### src/rsml_defs.svh
`ifndef RSML_DEFS_SVH
`define RSML_DEFS_SVH
// pin bus spans narrow_if_addr_pins[20:1]
`define RSML_ADDR_MSB      20
`define RSML_ADDR_LSB      1
`define RSML_ADDR_W        20
// strap positions on the address pins
`define RSML_ENDIAN_BIT    20
`define RSML_BOOT_HI       19
`define RSML_BOOT_LO       18
`define RSML_WCLK_HI       17
`define RSML_WCLK_LO       16
`define RSML_NCLK_HI       15
`define RSML_NCLK_LO       14
`define RSML_PROM_BIT      13
`define RSML_CELL_BIT      11
`define RSML_PULLUP_HI     9
`define RSML_PULLUP_LO     8
// APB register byte addresses
`define RSML_REG_STRAPS    12'h000
`define RSML_REG_MODE      12'h004
`define RSML_REG_ADDR      12'h008
`define RSML_REG_CTRL      12'h00C
// documented strap defaults; unused, the straps snapshot has no reset value
`define RSML_STRAP_RESET   20'h8_0000
`define RSML_BOOT_RESET    2'b10
// fields of the decoded-mode register
`define RSML_MODE_ENDIAN   0
`define RSML_MODE_BOOT_LO  1
`define RSML_MODE_WCLK_LO  3
`define RSML_MODE_NCLK_LO  5
`define RSML_MODE_PROM     7
`define RSML_MODE_CELL     8
`define RSML_MODE_SER1     9
`define RSML_MODE_RSVD     10
`define RSML_MODE_PULLERR  11
`endif

### src/rsml_pkg.sv
package rsml_pkg;
	// boot source codes
	typedef enum logic [1:0] {
		RSML_BOOT_NONE = 2'b00,
		RSML_BOOT_HOST = 2'b01,
		RSML_BOOT_ROM8 = 2'b10,
		RSML_BOOT_RSVD = 2'b11
	} rsml_boot_t;
	// memory interface clock source codes
	typedef enum logic [1:0] {
		RSML_CLK_EXT   = 2'b00,
		RSML_CLK_DIV4  = 2'b01,
		RSML_CLK_DIV6  = 2'b10,
		RSML_CLK_RSVD  = 2'b11
	} rsml_clk_t;
	// pin phase
	typedef enum logic [1:0] {
		RSML_PH_CAPTURE = 2'b01,
		RSML_PH_DRIVE   = 2'b10
	} rsml_phase_t;
endpackage

### src/rsml_mode_if.sv
`timescale 1ns/1ps
// decoded operating modes handed from the decoder to the top
interface rsml_mode_if;
	logic               little_endian;
	rsml_pkg::rsml_boot_t boot_mode;
	rsml_pkg::rsml_clk_t  wide_if_clock_source_sel;
	rsml_pkg::rsml_clk_t  narrow_if_clock_source_sel;
	logic               prom_auto_init;
	logic               cell_port_en;
	logic               serial_port_one_en;
	logic               reserved_seen;
	logic               pullup_fault;
	modport src (output little_endian, boot_mode, wide_if_clock_source_sel, narrow_if_clock_source_sel,
		prom_auto_init, cell_port_en, serial_port_one_en, reserved_seen, pullup_fault);
	modport dst (input little_endian, boot_mode, wide_if_clock_source_sel, narrow_if_clock_source_sel,
		prom_auto_init, cell_port_en, serial_port_one_en, reserved_seen, pullup_fault);
endinterface

### src/rsml_strap_latch.sv
// Decided for this implementation: the register offsets and the APB interface to the registers.
`timescale 1ns/1ps
`include "rsml_defs.svh"
module rsml_strap_latch #(
	parameter int ADDR_W = `RSML_ADDR_W // address pin count
) (
	input  wire logic                sys_clk,               // 200 MHz clock
	input  wire logic                srst,                  // synchronous reset, high
	input  wire logic [ADDR_W:1]     narrow_if_addr_pins_i, // pin input level
	output logic      [ADDR_W:1]     narrow_if_addr_pins_o, // pin output level
	output logic                     narrow_if_addr_pins_oe,// pin output enable
	input  wire logic                psel,                  // apb select
	input  wire logic                penable,               // apb enable
	input  wire logic                pwrite,                // apb direction
	input  wire logic [11:0]         paddr,                 // apb byte address
	input  wire logic [31:0]         pwdata,                // apb write data
	output logic      [31:0]         prdata,                // apb read data
	output logic                     pready,                // apb ready
	output logic                     pslverr,               // apb error
	output logic                     little_endian,         // byte order
	output logic      [1:0]          boot_mode,             // boot source
	output logic      [1:0]          wide_if_clock_source_sel,   // wide if clock
	output logic      [1:0]          narrow_if_clock_source_sel, // narrow if clock
	output logic                     prom_auto_init,        // start prom init
	output logic                     cell_port_en,          // cell port enabled
	output logic                     serial_port_one_en     // serial port one enabled
);
	// strap positions are fixed on the pin bus, so only the documented pin count is served
	if (ADDR_W != `RSML_ADDR_W) begin : g_bad_width
		$error("rsml_strap_latch: ADDR_W must be 20");
	end

	rsml_mode_if mode ();
	rsml_pkg::rsml_phase_t phase_q;
	logic [ADDR_W:1] straps_q;
	logic [ADDR_W:1] addr_q;
	logic            drive_en_q;
	logic            wr_acc;
	logic            rd_acc;
	logic            hit;
	logic [31:0]     rd_d;

	// phase: capture while reset held, drive after
	always_ff @(posedge sys_clk) begin
		if (srst) begin
			phase_q <= rsml_pkg::RSML_PH_CAPTURE;
		end else begin
			phase_q <= rsml_pkg::RSML_PH_DRIVE;
		end
	end

	// strap snapshot follows pins through reset, frozen after release
	always_ff @(posedge sys_clk) begin
		if (srst) begin
			straps_q <= narrow_if_addr_pins_i;
		end
	end

	// half-word address and tristate control, software owned
	always_ff @(posedge sys_clk) begin
		if (srst) begin
			addr_q     <= '0;
			drive_en_q <= 1'b1;
		end else if (wr_acc && paddr == `RSML_REG_ADDR) begin
			addr_q <= pwdata[ADDR_W-1:0];
		end else if (wr_acc && paddr == `RSML_REG_CTRL) begin
			drive_en_q <= pwdata[0];
		end
	end

	// pins released to straps in reset, driven otherwise only while the drive enable bit is set
	assign narrow_if_addr_pins_o  = addr_q;
	assign narrow_if_addr_pins_oe = (phase_q == rsml_pkg::RSML_PH_DRIVE) && !srst && drive_en_q;

	rsml_decode u_decode (
		.straps (straps_q),
		.mode   (mode)
	);

	// mode outputs come from the frozen snapshot
	assign little_endian              = mode.little_endian;
	assign boot_mode                  = mode.boot_mode;
	assign wide_if_clock_source_sel   = mode.wide_if_clock_source_sel;
	assign narrow_if_clock_source_sel = mode.narrow_if_clock_source_sel;
	// auto-init only once reset has ended
	assign prom_auto_init     = mode.prom_auto_init && (phase_q == rsml_pkg::RSML_PH_DRIVE) && !srst;
	assign cell_port_en       = mode.cell_port_en;
	assign serial_port_one_en = mode.serial_port_one_en;

	// apb slave: zero wait, unmapped addresses error
	assign wr_acc  = psel && penable && pwrite && !srst;
	assign rd_acc  = psel && !pwrite;
	assign hit     = (paddr == `RSML_REG_STRAPS) || (paddr == `RSML_REG_MODE)
		|| (paddr == `RSML_REG_ADDR) || (paddr == `RSML_REG_CTRL);
	assign pready  = 1'b1;
	assign pslverr = psel && penable && !hit;

	// read mux
	always_comb begin
		rd_d = 32'h0000_0000;
		case (paddr)
			`RSML_REG_STRAPS: rd_d[ADDR_W-1:0] = straps_q;
			`RSML_REG_MODE: begin
				rd_d[`RSML_MODE_ENDIAN]                     = mode.little_endian;
				rd_d[`RSML_MODE_BOOT_LO+1:`RSML_MODE_BOOT_LO] = mode.boot_mode;
				rd_d[`RSML_MODE_WCLK_LO+1:`RSML_MODE_WCLK_LO] = mode.wide_if_clock_source_sel;
				rd_d[`RSML_MODE_NCLK_LO+1:`RSML_MODE_NCLK_LO] = mode.narrow_if_clock_source_sel;
				rd_d[`RSML_MODE_PROM]                       = mode.prom_auto_init;
				rd_d[`RSML_MODE_CELL]                       = mode.cell_port_en;
				rd_d[`RSML_MODE_SER1]                       = mode.serial_port_one_en;
				rd_d[`RSML_MODE_RSVD]                       = mode.reserved_seen;
				rd_d[`RSML_MODE_PULLERR]                    = mode.pullup_fault;
			end
			`RSML_REG_ADDR: rd_d[ADDR_W-1:0] = addr_q;
			`RSML_REG_CTRL: rd_d[0] = drive_en_q;
			default: rd_d = 32'h0000_0000;
		endcase
	end
	assign prdata = rd_acc ? rd_d : 32'h0000_0000;

	// snapshot never moves outside reset
	property p_straps_hold;
		@(posedge sys_clk) disable iff (srst) !$rose(srst) |=> $stable(straps_q);
	endproperty
	a_straps_hold: assert property (p_straps_hold) else $error("straps changed after reset");

	// pins not driven while reset is held
	property p_no_drive_in_reset;
		@(posedge sys_clk) srst |-> !narrow_if_addr_pins_oe;
	endproperty
	a_no_drive_in_reset: assert property (p_no_drive_in_reset) else $error("pins driven in reset");

	// pins driven from the cycle after reset release
	property p_drive_after;
		@(posedge sys_clk) disable iff (srst) $fell(srst) |=> narrow_if_addr_pins_oe == drive_en_q;
	endproperty
	a_drive_after: assert property (p_drive_after) else $error("pins not driven after reset");

	// snapshot equals pins seen on the last reset edge
	property p_capture;
		@(posedge sys_clk) $fell(srst) |-> straps_q == $past(narrow_if_addr_pins_i);
	endproperty
	a_capture: assert property (p_capture) else $error("strap capture mismatch");

	property p_endian;
		@(posedge sys_clk) disable iff (srst) little_endian == straps_q[`RSML_ENDIAN_BIT];
	endproperty
	a_endian: assert property (p_endian) else $error("endian mismatch");

	property p_boot;
		@(posedge sys_clk) disable iff (srst) straps_q[19:18] != 2'b11 |-> boot_mode == straps_q[19:18];
	endproperty
	a_boot: assert property (p_boot) else $error("boot mismatch");

	property p_wclk;
		@(posedge sys_clk) disable iff (srst) straps_q[17:16] != 2'b11 |-> wide_if_clock_source_sel == straps_q[17:16];
	endproperty
	a_wclk: assert property (p_wclk) else $error("wide clock mismatch");

	property p_nclk;
		@(posedge sys_clk) disable iff (srst) straps_q[15:14] != 2'b11 |-> narrow_if_clock_source_sel == straps_q[15:14];
	endproperty
	a_nclk: assert property (p_nclk) else $error("narrow clock mismatch");

	property p_prom;
		@(posedge sys_clk) disable iff (srst) !$fell(srst) |-> prom_auto_init == straps_q[`RSML_PROM_BIT];
	endproperty
	a_prom: assert property (p_prom) else $error("prom init mismatch");

	property p_cell;
		@(posedge sys_clk) disable iff (srst) cell_port_en != serial_port_one_en && cell_port_en == straps_q[11];
	endproperty
	a_cell: assert property (p_cell) else $error("cell/serial select wrong");

	// reserved boot code falls back to no boot
	property p_boot_rsvd;
		@(posedge sys_clk) disable iff (srst) straps_q[`RSML_BOOT_HI:`RSML_BOOT_LO] == 2'b11 |-> boot_mode == 2'b00;
	endproperty
	a_boot_rsvd: assert property (p_boot_rsvd) else $error("reserved boot code not mapped");

	// reserved wide clock code falls back to the external input
	property p_wclk_rsvd;
		@(posedge sys_clk) disable iff (srst) straps_q[`RSML_WCLK_HI:`RSML_WCLK_LO] == 2'b11
			|-> wide_if_clock_source_sel == 2'b00;
	endproperty
	a_wclk_rsvd: assert property (p_wclk_rsvd) else $error("reserved wide clock not mapped");

	// reserved narrow clock code falls back to the external input
	property p_nclk_rsvd;
		@(posedge sys_clk) disable iff (srst) straps_q[`RSML_NCLK_HI:`RSML_NCLK_LO] == 2'b11
			|-> narrow_if_clock_source_sel == 2'b00;
	endproperty
	a_nclk_rsvd: assert property (p_nclk_rsvd) else $error("reserved narrow clock not mapped");

	// auto-init held off for the whole of reset
	property p_prom_in_reset;
		@(posedge sys_clk) srst |-> !prom_auto_init;
	endproperty
	a_prom_in_reset: assert property (p_prom_in_reset) else $error("prom init during reset");

	// decoded modes other than auto-init and serial port one hold still between resets
	property p_modes_hold;
		@(posedge sys_clk) disable iff (srst) !$fell(srst) |-> $stable(little_endian) && $stable(boot_mode)
			&& $stable(wide_if_clock_source_sel) && $stable(narrow_if_clock_source_sel) && $stable(cell_port_en);
	endproperty
	a_modes_hold: assert property (p_modes_hold) else $error("modes changed after reset");

	// a write to the address register shows on the pins next cycle
	property p_addr_write;
		@(posedge sys_clk) disable iff (srst) wr_acc && paddr == `RSML_REG_ADDR
			|=> narrow_if_addr_pins_o == $past(pwdata[ADDR_W-1:0]);
	endproperty
	a_addr_write: assert property (p_addr_write) else $error("address write not on pins");

	// the drive enable bit gates the pins from the next cycle
	property p_ctrl_write;
		@(posedge sys_clk) disable iff (srst) wr_acc && paddr == `RSML_REG_CTRL |=> narrow_if_addr_pins_oe == $past(pwdata[0]);
	endproperty
	a_ctrl_write: assert property (p_ctrl_write) else $error("drive enable not applied");
endmodule

### src/rsml_decode.sv
`timescale 1ns/1ps
`include "rsml_defs.svh"
// turns the latched strap word into mode selections
module rsml_decode (
	input  wire logic [`RSML_ADDR_MSB:`RSML_ADDR_LSB] straps, // latched strap word
	rsml_mode_if.src                                  mode    // decoded modes
);
	logic [1:0] boot_c;
	logic [1:0] wclk_c;
	logic [1:0] nclk_c;
	assign boot_c = straps[`RSML_BOOT_HI:`RSML_BOOT_LO];
	assign wclk_c = straps[`RSML_WCLK_HI:`RSML_WCLK_LO];
	assign nclk_c = straps[`RSML_NCLK_HI:`RSML_NCLK_LO];
	// endian: 1 little (default), 0 big
	assign mode.little_endian = straps[`RSML_ENDIAN_BIT];
	// reserved boot code falls back to no boot
	assign mode.boot_mode = (boot_c == 2'b11) ? rsml_pkg::RSML_BOOT_NONE : rsml_pkg::rsml_boot_t'(boot_c);
	// reserved clock codes fall back to the external input
	assign mode.wide_if_clock_source_sel = (wclk_c == 2'b11) ? rsml_pkg::RSML_CLK_EXT
		: rsml_pkg::rsml_clk_t'(wclk_c);
	assign mode.narrow_if_clock_source_sel = (nclk_c == 2'b11) ? rsml_pkg::RSML_CLK_EXT
		: rsml_pkg::rsml_clk_t'(nclk_c);
	assign mode.prom_auto_init = straps[`RSML_PROM_BIT];
	// cell port and serial port one are mutually exclusive
	assign mode.cell_port_en       = straps[`RSML_CELL_BIT];
	assign mode.serial_port_one_en = ~straps[`RSML_CELL_BIT];
	assign mode.reserved_seen = (boot_c == 2'b11) | (wclk_c == 2'b11) | (nclk_c == 2'b11);
	// board must hold bits 8 and 9 high; flag if not
	assign mode.pullup_fault = ~(straps[`RSML_PULLUP_HI] & straps[`RSML_PULLUP_LO]);
endmodule

### config.mk
export PLATFORM = sky130hd
export DESIGN_NAME = rsml_strap_latch
export DESIGN_NICKNAME = d
export VERILOG_FILES = /design/src/rsml_pkg.sv /design/src/rsml_mode_if.sv /design/src/rsml_strap_latch.sv /design/src/rsml_decode.sv
export VERILOG_INCLUDE_DIRS = /design/src
export SDC_FILE = /design/constraint.sdc
export NUM_CORES = 1
export LEC_CHECK = 0
export BUFFER_PORTS_ARGS = -buffer_cell sky130_fd_sc_hd__buf_2
export CORE_MARGIN = 2
export CORE_UTILIZATION = 43
export DETAILED_ROUTE_END_ITERATION = 16
export PLACE_DENSITY = 0.76
export SYNTH_ARGS = -nofsm -noshare
export SYNTH_HDL_FRONTEND = slang
export SYNTH_SLANG_ARGS = --single-unit
### constraint.sdc
create_clock -name sys_clk -period 3.7 [get_ports sys_clk]
set_clock_uncertainty 0.2 [all_clocks]
set_input_delay 0.74 -clock sys_clk [delete_from_list [all_inputs] [get_ports sys_clk]]
set_output_delay 0.74 -clock sys_clk [all_outputs]
set_load 0.01 [all_outputs]
After elaboration in Yosys (flattened, before gate mapping)
Cells that the tools add are included.
Widths: inputs -> output; s select.
{ "totals": {"regBits": 43, "inputBits": 69, "elab_cells": 44, "out_inout_bits": 65} }
{ "classes": {"n_reduce_logical": 19, "muxes": 8, "bitwise": 6, "eq_ne": 7} }
{ "ops": {"columns": ["operator", "n"], "rows": [
  ["$pmux 11 s3", 1],
  ["$eq 12x4->1 const B", 2],
  ["$mux 20", 1],
  ["$pmux 8 s2", 1],
  ["$eq 12x3->1 const B", 1],
  ["$logic_not 12->1", 1],
  ["$logic_and 1x1->1", 11],
  ["$eq 2x2->1 const B", 4],
  ["$mux 2", 4],
  ["$pmux 1 s4", 1],
  ["$logic_not 1->1", 3],
  ["$logic_or 1x1->1", 3],
  ["$not 1->1", 3],
  ["$or 1x1->1", 2],
  ["$reduce_and 2->1", 1],
  ["$and 1x1->1", 1]
]} }

Longest topological paths before layout
Gate-level depths: netlist of the first run.
{ "depth": {"depth_word": 6, "ltp_mapped": 6, "mapped_depth_nobuf": 4} }

By module
Synthesis of the first run repeated with hierarchy kept, for this count alone.
{ "unflattened": {"hier_cells": 193, "hier_area_um2": 2316.0} }
{ "modules_own_cells": {"columns": ["module", "area_each_um2", "seq_area_each_um2", "cells_per_inst", "n_inst"], "rows": [
  ["rsml_strap_latch", 2233.4, 1061.0, 180, 1],
  ["rsml_decode", 82.6, 0.0, 13, 1]
]} }

Least setup slack after synthesis of the first run
Ideal clock, no wire load.
{ "synth_timing": {"path_kind": "input -> output", "startpoint": "in paddr[9]", "endpoint": "out prdata[7]", "n_path_buf": 0, "cell_stages": 3, "t_arrival_ps": 2484, "path_slack_ps": 276, "t_required_ps": 2760, "cell_sequence": "or4_4 or4b_4 a2111oi_0"} }
{ "synth_via": {"elab_chain_cells": 3, "elab_cells_between_ends": 5, "cone_classes": "2 x eq/ne; 2 x mux; 1 x reduce/logical"} }
{ "synth_lines": {"columns": ["element", "line_no", "rtl"], "rows": [
  ["start: declaration", "rsml_strap_latch.sv:15", "input wire logic [11:0] paddr,"],
  ["$eq 12x4->1 (tied with other cells)", "rsml_strap_latch.sv:101", "case (paddr)"],
  ["$pmux 11 s3 *", "rsml_strap_latch.sv:101", null],
  ["$mux 20 *", "rsml_strap_latch.sv:119", "assign prdata = rd_acc ? rd_d : 32'h0000_0000;"],
  ["end: declaration", "rsml_strap_latch.sv:17", "output logic [31:0] prdata,"]
]} }
Mark *: on every way between the ends. The rest lies on a longest branch, timed or not.

Worst setup path in the final report of the first run
Same ends and word-level chain as after synthesis.

==> metrics.cfg, run 1 <==
[sta]
setup_violations = 0
post-route-min-period_ns = 3.49
setup_tns_ns = 0
fmax_mhz = 287
rsz0062_at_grt = no
hold_viol = 0
slew_viol_final = 0
finalCritPeriodShare_pct = 94.2

[critical_path]
cpPeakStageDelay_ns = 0.62
r2r-start = narrow_if_addr_pins_o[11]$_SDFFE_PP0P_
crit_fanout = 11
path_class = input pin to output pin
crit_top_cell = buf_2
cp_data_required_time_ns = 2.76
cp.arrival_ns = 2.55
end_kind = output pin
cp_top_family = simple AND/OR/NAND/NOR gates
reg2regPathDepth = 2
path_cells = buf_2 > or4_4 > or4b_4 > a2111oi_0 > buf_2
start_kind = input pin
cp_slowest_cell = or4b_4
rr_endpoint = narrow_if_addr_pins_o[11]$_SDFFE_PP0P_
ff2ff_setup_slack_ns = 2.66
worst-path-buf-inv = 2

[hold_path]
whs_path_depth = 2
hold_end = drive_en_q$_SDFFE_PP1P_
hold_path.class = flip-flop to flip-flop
worstHoldStart = drive_en_q$_SDFFE_PP1P_

[cts]
path_clk_slew_ns = 0.08
hold_buffers = 0
cts_resized = 0
clk_latency_ns = 0.29
post_cts_buffers = 0
numClockSinks = 43
clk_path_buf_depth = 2
htreeDepth = 2
cts_root_buffer = clkbuf_8
numCtsBuffers = 5
tritoncts = built

[cells_and_area]
stdcell_area_um2 = 2820
final_cells = 371
n_antenna_cell = 0
fin_nets = 372
syn2layout_area_growth_pct = 28.8
final_util_pct = 58.6
drive_gt1_share_pct = 47.4

[synth]
ys_ff_latch = 43
avgSynthCellArea_um2 = 11.1
synthArstFlopShare_pct = 0
ys_types = 32
ys_seq_area_share_pct = 48.4
syn_inst = 197
yosys.area.top_type = edfxtp_1
synthTopCellsByCount = 23 x dfxtp_1, 21 x nor2b_1, 20 x edfxtp_1, 20 x mux2_2, 18 x mux2i_1
synth.most_common_cell = dfxtp_1
synth_top_area_share_pct = 27.4
synth_area_um2 = 2190
synth_ff_type = dfxtp_1
synth_edf_count = 20
synthTopCellsByArea = edfxtp_1 27%, dfxtp_1 21%, mux2_2 10%, mux2i_1 8.2%, nor2b_1 6.0%
ys_warn_count = 0

[pwr]
switching_share_pct = 24.8
p_total_mw = 0.930
power.density_nw_per_um2 = 329
switching_power_mw = 0.230
intPower_mw = 0.700
pwr-share-seq_pct = 57.1
total_leakage_power_nw = 1.38
comb_power_share_pct = 11.7
peakVddDrop_uv = 241
clkPwrFrac_pct = 31.2

[global_route]
grt_pass1_wl_um = 8120
grt_usage_pct = 19.2
overflow = 0
grt_max_degree = 29
antenna_found_initial = 0
grt_pass1_vias = 1795

[drt]
vias_per_cell = 4.91
wire_per_inst_um = 14.7
drc = 0
final_antenna_net_count = 0
totalWireLength_um = 5460
via_count = 1821
first_pass_iters = 4
drt_iter0_markers = 55

[placement]
dp.cells = 363
dp_hpwl_um = 4170
place.gp.congestion = 0.736
io_buffers = 108
dpl_cell_area_um2 = 2740

[floorplan]
rows = 25
ios = 134
core-area_um2 = 4820
start_util_pct = 45.5
die_area_um2 = 5690
die_w_um = 75.4
die_h_um = 75.4

[run_status]
outcome = finished clean

[flow_run]
max-cap-violations = 0

## routing by layer
metal	vias to the layer above	track usage (%)	routed length, um
li1	888	-	-
met1	842	22.3	2280
met2	87	35.4	2730
met3	4	4.63	415
met4	0	4.68	35
met5	-	0	0
## how the worst max path moves through the flow
stage / from / end / slack (ns) / cells past startpoint
2_1_floorplan: paddr[9] / prdata[7] / 0.28 / 3
3_3_place_gp: paddr[9] / prdata[10] / 0.20 / 6
3_5_place_dp: paddr[9] / prdata[0] / 0.19 / 6
4_1_cts: paddr[9] / prdata[0] / 0.18 / 6
5_1_grt: paddr[9] / prdata[0] / 0.14 / 6
6_report: paddr[9] / prdata[7] / 0.21 / 5
## logic make-up (layout without fill, tap and decap cells)
logic type / Yosys count / in the layout / synth area share (%)
simple gates: 65 / 65 / 17.7
flops: 43 / 43 / 48.4
mux: 39 / 39 / 19.5
buf+inv: 33 / 129 / 8.56
other cells: 2 / 13 / 0.343
compound gates: 15 / 15 / 5.48
## area by class of cell
class,count,area [um2]
clock buffer,6,72.6
clock inverter,2,12.5
fill,441,1990
inverter,8,30.0
multi-input combinational,132,985
sequential,43,1060
tap,67,83.8
timing repair buffer,113,578
## per-stage QoR
step           setup WS (ns)  hold WS, ns
2_1_floorplan          0.276        0.289
3_3_place_gp           0.203        0.322
3_5_place_dp           0.189        0.331
4_1_cts                0.183        0.343
5_1_grt                0.138        0.382
6_report               0.213        0.331
## sequential cells by signal, summed over array words and instances, names as in the netlist
signal,count
drive_en_q,1
straps_q,20
narrow_if_addr_pins_o,20
phase_q,2
## power by group through the flow
stage	Combinational, mW	Sequential [mW]	Clock [mW]
after floorplan	0.0651	0.539	0
after global placement	0.106	0.541	0
after detailed placement	0.109	0.542	0
after CTS	0.109	0.531	0.301
after global routing	0.121	0.533	0.322
final	0.108	0.531	0.290
## placed cells by master, fill, tap and decap left out, types with 8 or more instances in the layout
cell type  netlist  final
buf_2            0    108
conb_1           2     13
dfxtp_1         23     23
edfxtp_1        20     20
inv_1            8      8
mux2_2          20     20
mux2i_1         18     18
nor2_1          17     17
nor2b_1         21     21
nor3_1           8      8
## worst min-delay path, stage by stage, from the launching register on
cell,delay [ns]
dfxtp_1,0.33
nor2_1,0.10
mux2i_1,0.06
Note: power is estimated with default switching activity, not from simulation.
==> run 2: changes to the inputs <==
--- a/config.mk
+++ b/config.mk
@@ -7,7 +7,6 @@
 export NUM_CORES = 1
 export LEC_CHECK = 0
 export BUFFER_PORTS_ARGS = -buffer_cell sky130_fd_sc_hd__buf_2
-export CORE_MARGIN = 2
 export CORE_UTILIZATION = 43
 export DETAILED_ROUTE_END_ITERATION = 16
 export PLACE_DENSITY = 0.76
==> run 2 against run 1 <==
Power is 3.0% higher; worst setup slack worse by 0.055 ns; final area up 0.27%; first-iteration DRC count increased by 20%; routed wire length is 5.4% lower; sequential share of layout area shrank 0.10 points; largest cell class unchanged.
==> metrics.cfg, run 2 (synthesis gave the netlist of run 1 again) <==
[run_status]
outcome = finished clean

[critical_path]
cp_data_required_time_ns = 2.76
path_cells = buf_2 > or4_4 > or4b_4 > a2111oi_0 > buf_2
cp_top_family = simple AND/OR/NAND/NOR gates
reg2regPathDepth = 2
crit_start = paddr[9]
path_depth = 5
rr_endpoint = narrow_if_addr_pins_o[12]$_SDFFE_PP0P_
crit_top_cell = buf_2
cp.arrival_ns = 2.60
ff2ff_setup_slack_ns = 2.66
crit_fanout = 13
cpPeakStageDelay_ns = 0.65
path_class = input pin to output pin
r2r-start = narrow_if_addr_pins_o[12]$_SDFFE_PP0P_
end_kind = output pin
worst-path-buf-inv = 2
endpoint = prdata[7]
start_kind = input pin
cp_slowest_cell = or4b_4

[global_route]
antenna_found_initial = 1
grt_pass1_wl_um = 7720
grt_usage_pct = 19.4
overflow = 0
grt_max_degree = 30
grt_pass1_vias = 1617

[floorplan]
die_area_um2 = 5390
start_util_pct = 45.5
rows = 25
ios = 134
die_w_um = 73.4
die_h_um = 73.4
core-area_um2 = 4820

[sta]
hold_viol = 0
slew_viol_final = 0
rsz0062_at_grt = no
finalCritPeriodShare_pct = 95.7
timing.final.ws_setup_ns = 0.158
fmax_mhz = 282
whs_ns = 0.339
setup_tns_ns = 0
setup_violations = 0
post-route-min-period_ns = 3.54

[cells_and_area]
stdcell_area_um2 = 2830
final_cell_mix = 108 x buf_2, 23 x dfxtp_1, 21 x nor2b_1, 20 x mux2_2, 20 x edfxtp_1
fin_nets = 371
n_antenna_cell = 0
final_common_cell = buf_2
final_util_pct = 58.8
drive_gt1_share_pct = 47.2
syn2layout_area_growth_pct = 29.1
final_cells = 370

[cts]
post_cts_buffers = 0
numCtsBuffers = 5
path_clk_slew_ns = 0.08
htreeDepth = 2
tritoncts = built
clk_latency_ns = 0.28
hold_buffers = 0
numClockSinks = 43
cts_resized = 0
cts_root_buffer = clkbuf_8
clk_path_buf_depth = 2

[placement]
place.gp.congestion = 0.695
io_buffers = 108
dp.cells = 362
dp_slack_ns = 0.155
dpl_cell_area_um2 = 2730
dp_hpwl_um = 3920

[drt]
vias_per_cell = 4.92
via_count = 1820
drc = 0
totalWireLength_um = 5170
final_antenna_net_count = 0
drt_iter0_markers = 66
wire_per_inst_um = 14.0
first_pass_iters = 5

[flow_run]
max-cap-violations = 0

[pwr]
total_leakage_power_nw = 1.39
peakVddDrop_uv = 195
p_total_mw = 0.958
power.density_nw_per_um2 = 338

[hold_path]
hold_path.class = flip-flop to flip-flop

[run 2: cell count changes in the layout (fill, tap and decap cells not counted)]
| cell | change |
|---|---|
| clkinv_2 | -1 |
| buf_4 | -1 |
| clkbuf_8 | +2 |
| clkinvlp_4 | -1 |
[run 2: area by class of cell]
class | instances | area [um2]
tap | 67 | 83.8
clock buffer | 8 | 100
fill | 428 | 1990
multi-input combinational | 132 | 985
sequential | 43 | 1060
timing repair buffer | 112 | 571
inverter | 8 | 30.0
[run 2: worst min path at each step]
stage                                       start                      end  slack (ns)  cells past startpoint
after floorplan           drive_en_q$_SDFFE_PP1P_  drive_en_q$_SDFFE_PP1P_        0.29                      2
after global routing      drive_en_q$_SDFFE_PP1P_  drive_en_q$_SDFFE_PP1P_        0.38                      2
final                     drive_en_q$_SDFFE_PP1P_  drive_en_q$_SDFFE_PP1P_        0.34                      2
after detailed placement  drive_en_q$_SDFFE_PP1P_  drive_en_q$_SDFFE_PP1P_        0.33                      2
after global placement    drive_en_q$_SDFFE_PP1P_  drive_en_q$_SDFFE_PP1P_        0.32                      2
after CTS                 drive_en_q$_SDFFE_PP1P_  drive_en_q$_SDFFE_PP1P_        0.35                      2
[run 2: report_power, final]
part           internal (mW)  switching, mW  leakage (nW)
combinational         0.0496         0.0573         0.954
sequential             0.518         0.0131         0.382
clock                  0.170          0.149        0.0515
[run 2: worst min-delay path: stages (launching register included)]
cell and delay (ns):
dfxtp_1 0.33, nor2_1 0.10, mux2i_1 0.06
[run 2: routing by layer]
layer  global-route usage [%]  share of wire [%]
met5                        0               0.15
met4                     4.49               0.72
met3                     6.17                6.9
met2                     33.3                 50
met1                     23.6                 42
==> run 3: changes to the inputs <==
--- a/config.mk
+++ b/config.mk
@@ -6,10 +6,12 @@
 export SDC_FILE = /design/constraint.sdc
 export NUM_CORES = 1
 export LEC_CHECK = 0
+export ABC_AREA = 1
 export BUFFER_PORTS_ARGS = -buffer_cell sky130_fd_sc_hd__buf_2
-export CORE_UTILIZATION = 43
+export CORE_UTILIZATION = 45
 export DETAILED_ROUTE_END_ITERATION = 16
-export PLACE_DENSITY = 0.76
+export PLACE_DENSITY = 0.77
+export SKIP_CTS_REPAIR_TIMING = 1
 export SYNTH_ARGS = -nofsm -noshare
 export SYNTH_HDL_FRONTEND = slang
 export SYNTH_SLANG_ARGS = --single-unit
==> run 3 against run 2 <==
Worst hold slack lost 0.0064 ns; sequential power about the same; core utilization is 0.64 points higher; maximum frequency up 9.6%; synthesized area is 10% higher; cell count up 35%; power rose by 4.7%; critical path type unchanged; critical endpoint is now prdata[4].
==> metrics.cfg, run 3 <==
[cells_and_area]
multi_input_area_um2 = 948
n_antenna_cell = 0
final_cell_mix = 108 x buf_2, 63 x inv_1, 42 x nand3_1, 40 x nand2_1, 34 x nor2_1
fin_nets = 496
final_common_cell = buf_2
nFillCells = 476
regArea_um2 = 1060
syn2layout_area_growth_pct = 26.5
drive_gt1_share_pct = 30.8

[synth]
synth_mux_area_share_pct = 0
ys_ff_latch = 43
yosys.area.top_type = edfxtp_1
synth_top_family_by_area = simple AND/OR/NAND/NOR gates
synth_compound_area_share_pct = 6.58
synth_top_area_share_pct = 24.9
synth_ff_type = dfxtp_1
ys_types = 25
synth_edf_count = 20
avgSynthCellArea_um2 = 7.43
synthArstFlopShare_pct = 0
synth-xor-area-share_pct = 0
ys_warn_count = 0
synth_fa_ha_area_share_pct = 0
synthTopCellsByArea = edfxtp_1 25%, dfxtp_1 19%, inv_1 9.8%, nand3_1 8.7%, nand4_1 6.5%
synthTopCellsByCount = 63 x inv_1, 42 x nand3_1, 40 x nand2_1, 34 x nor2_1, 25 x nand4_1
ys_seq_area_share_pct = 44.0
synth_area_um2 = 2410
synth.most_common_cell = inv_1
syn_inst = 325
synth_simple_gate_area_share_pct = 30.7

[placement]
place.gp.congestion = 0.786
io_buffers = 108
dp_hpwl_um = 4630

[critical_path]
start_kind = input pin
crit_top_cell = buf_2
cp_data_required_time_ns = 2.76
path_class = input pin to output pin
path_cells = buf_2 > nor2_1 > nand2_2 > nor2_4 > buf_4 > nand4_1 > nand3_1 > nand2_1 > inv_1 > buf_2
end_kind = output pin
cp_slowest_cell = buf_4
cpPeakStageDelay_ns = 0.39
cp_top_family = simple AND/OR/NAND/NOR gates
cp.arrival_ns = 2.29
crit_fanout = 36
worst-path-buf-inv = 4

[hold_path]
hold_path.class = flip-flop to flip-flop

[floorplan]
ios = 134
die_w_um = 75.2
die_area_um2 = 5660
rows = 26
start_util_pct = 47.0
core-area_um2 = 5140
die_h_um = 75.2

[drt]
final_antenna_net_count = 0
wire_per_inst_um = 12.3
vias_per_cell = 4.88
first_pass_iters = 7
via_count = 2428
drt_iter0_markers = 142
totalWireLength_um = 6150
drc = 0

[flow_run]
max-cap-violations = 0

[sta]
rsz0062_at_grt = no
hold_viol = 0
relSlewSlack_pct = 61.1
fmax_mhz = 309
setup_tns_ns = 0
post-route-min-period_ns = 3.23
slew_viol_final = 0
finalCritPeriodShare_pct = 87.4
setup_violations = 0
worstMarginPinSlew_ns = 0.583

[global_route]
grt_usage_pct = 22.4
gr-usage-met1_pct = 29.9
busiest_layer = met2
antenna_found_initial = 0
grt_pass1_vias = 2094
grtUsageMet3_pct = 5.09
grt_pass1_wl_um = 9460
grt.met2_usage_pct = 36.5
overflow = 0
grt_max_degree = 37

[cts]
path_clk_slew_ns = 0.08
htreeDepth = 2
clk_path_buf_depth = 2
numCtsBuffers = 5
numClockSinks = 43
cts_root_buffer = clkbuf_8
tritoncts = built
clk_latency_ns = 0.29

[pwr]
total_leakage_power_nw = 1.60
power.density_nw_per_um2 = 329
peakVddDrop_uv = 241
p_total_mw = 1.00

[run_status]
outcome = finished clean

run 3: path summary, 6_finish.rpt:
path | startpoint | endpoint | slack (ns) | cells past startpoint
max reg2reg | narrow_if_addr_pins_o[11]$_SDFFE_PP0P_ | narrow_if_addr_pins_o[11]$_SDFFE_PP0P_ | 2.75 | 4
min reg2reg | narrow_if_addr_pins_o[13]$_SDFFE_PP0P_ | narrow_if_addr_pins_o[13]$_SDFFE_PP0P_ | 0.33 | 4
min | narrow_if_addr_pins_o[13]$_SDFFE_PP0P_ | narrow_if_addr_pins_o[13]$_SDFFE_PP0P_ | 0.33 | 4
max | paddr[11] | prdata[4] | 0.47 | 10
run 3: worst register-to-register path, stage by stage (launching register included):
cell and delay (ns):
dfxtp_1 0.41, inv_1 0.08, nand2_1 0.08, inv_1 0.04, nor2_1 0.09
run 3: kinds of logic (layout without fill, tap and decap cells):
group                  after synthesis  count (layout)
AND/OR/NAND/NOR                    152             152
buffers and inverters               97             189
flip-flops                          43              43
AO/OA/AOI/OAI                       31              31
other                                2              13
run 3: final cells by class:
type	instances	area share, %
clock buffer	5	2.25
clock inverter	3	1.39
inverter	65	7.99
multi-input combinational	196	31.1
sequential	43	34.8
tap	70	2.87
timing repair buffer	116	19.7
run 3: per-stage QoR:
stage / hold WS, ns / std cells / instance area [um2] / setup slack (ns) / util, %
after floorplan: 0.250 / 336 / 2450 / 1.10 / -
after global placement: 0.313 / 490 / 2940 / 0.511 / 57.2
after detailed placement: 0.318 / 490 / 2940 / 0.496 / 57.2
after CTS: 0.334 / 498 / 3050 / 0.472 / 59.4
after global routing: 0.371 / 498 / 3050 / 0.313 / 59.4
final: 0.332 / 498 / 3050 / 0.468 / 59.4
run 3: power by group:
group | total [mW] | internal [mW] | switching (mW)
Combinational | 0.0985 | 0.0386 | 0.0599
Clock | 0.374 | 0.202 | 0.172
Sequential | 0.531 | 0.518 | 0.0126
run 3: routing by layer:
metal	wire, um	vias up
li1	-	1226
met1	2660	1103
met2	3020	91
met3	388	8
met4	68	0
met5	0	-
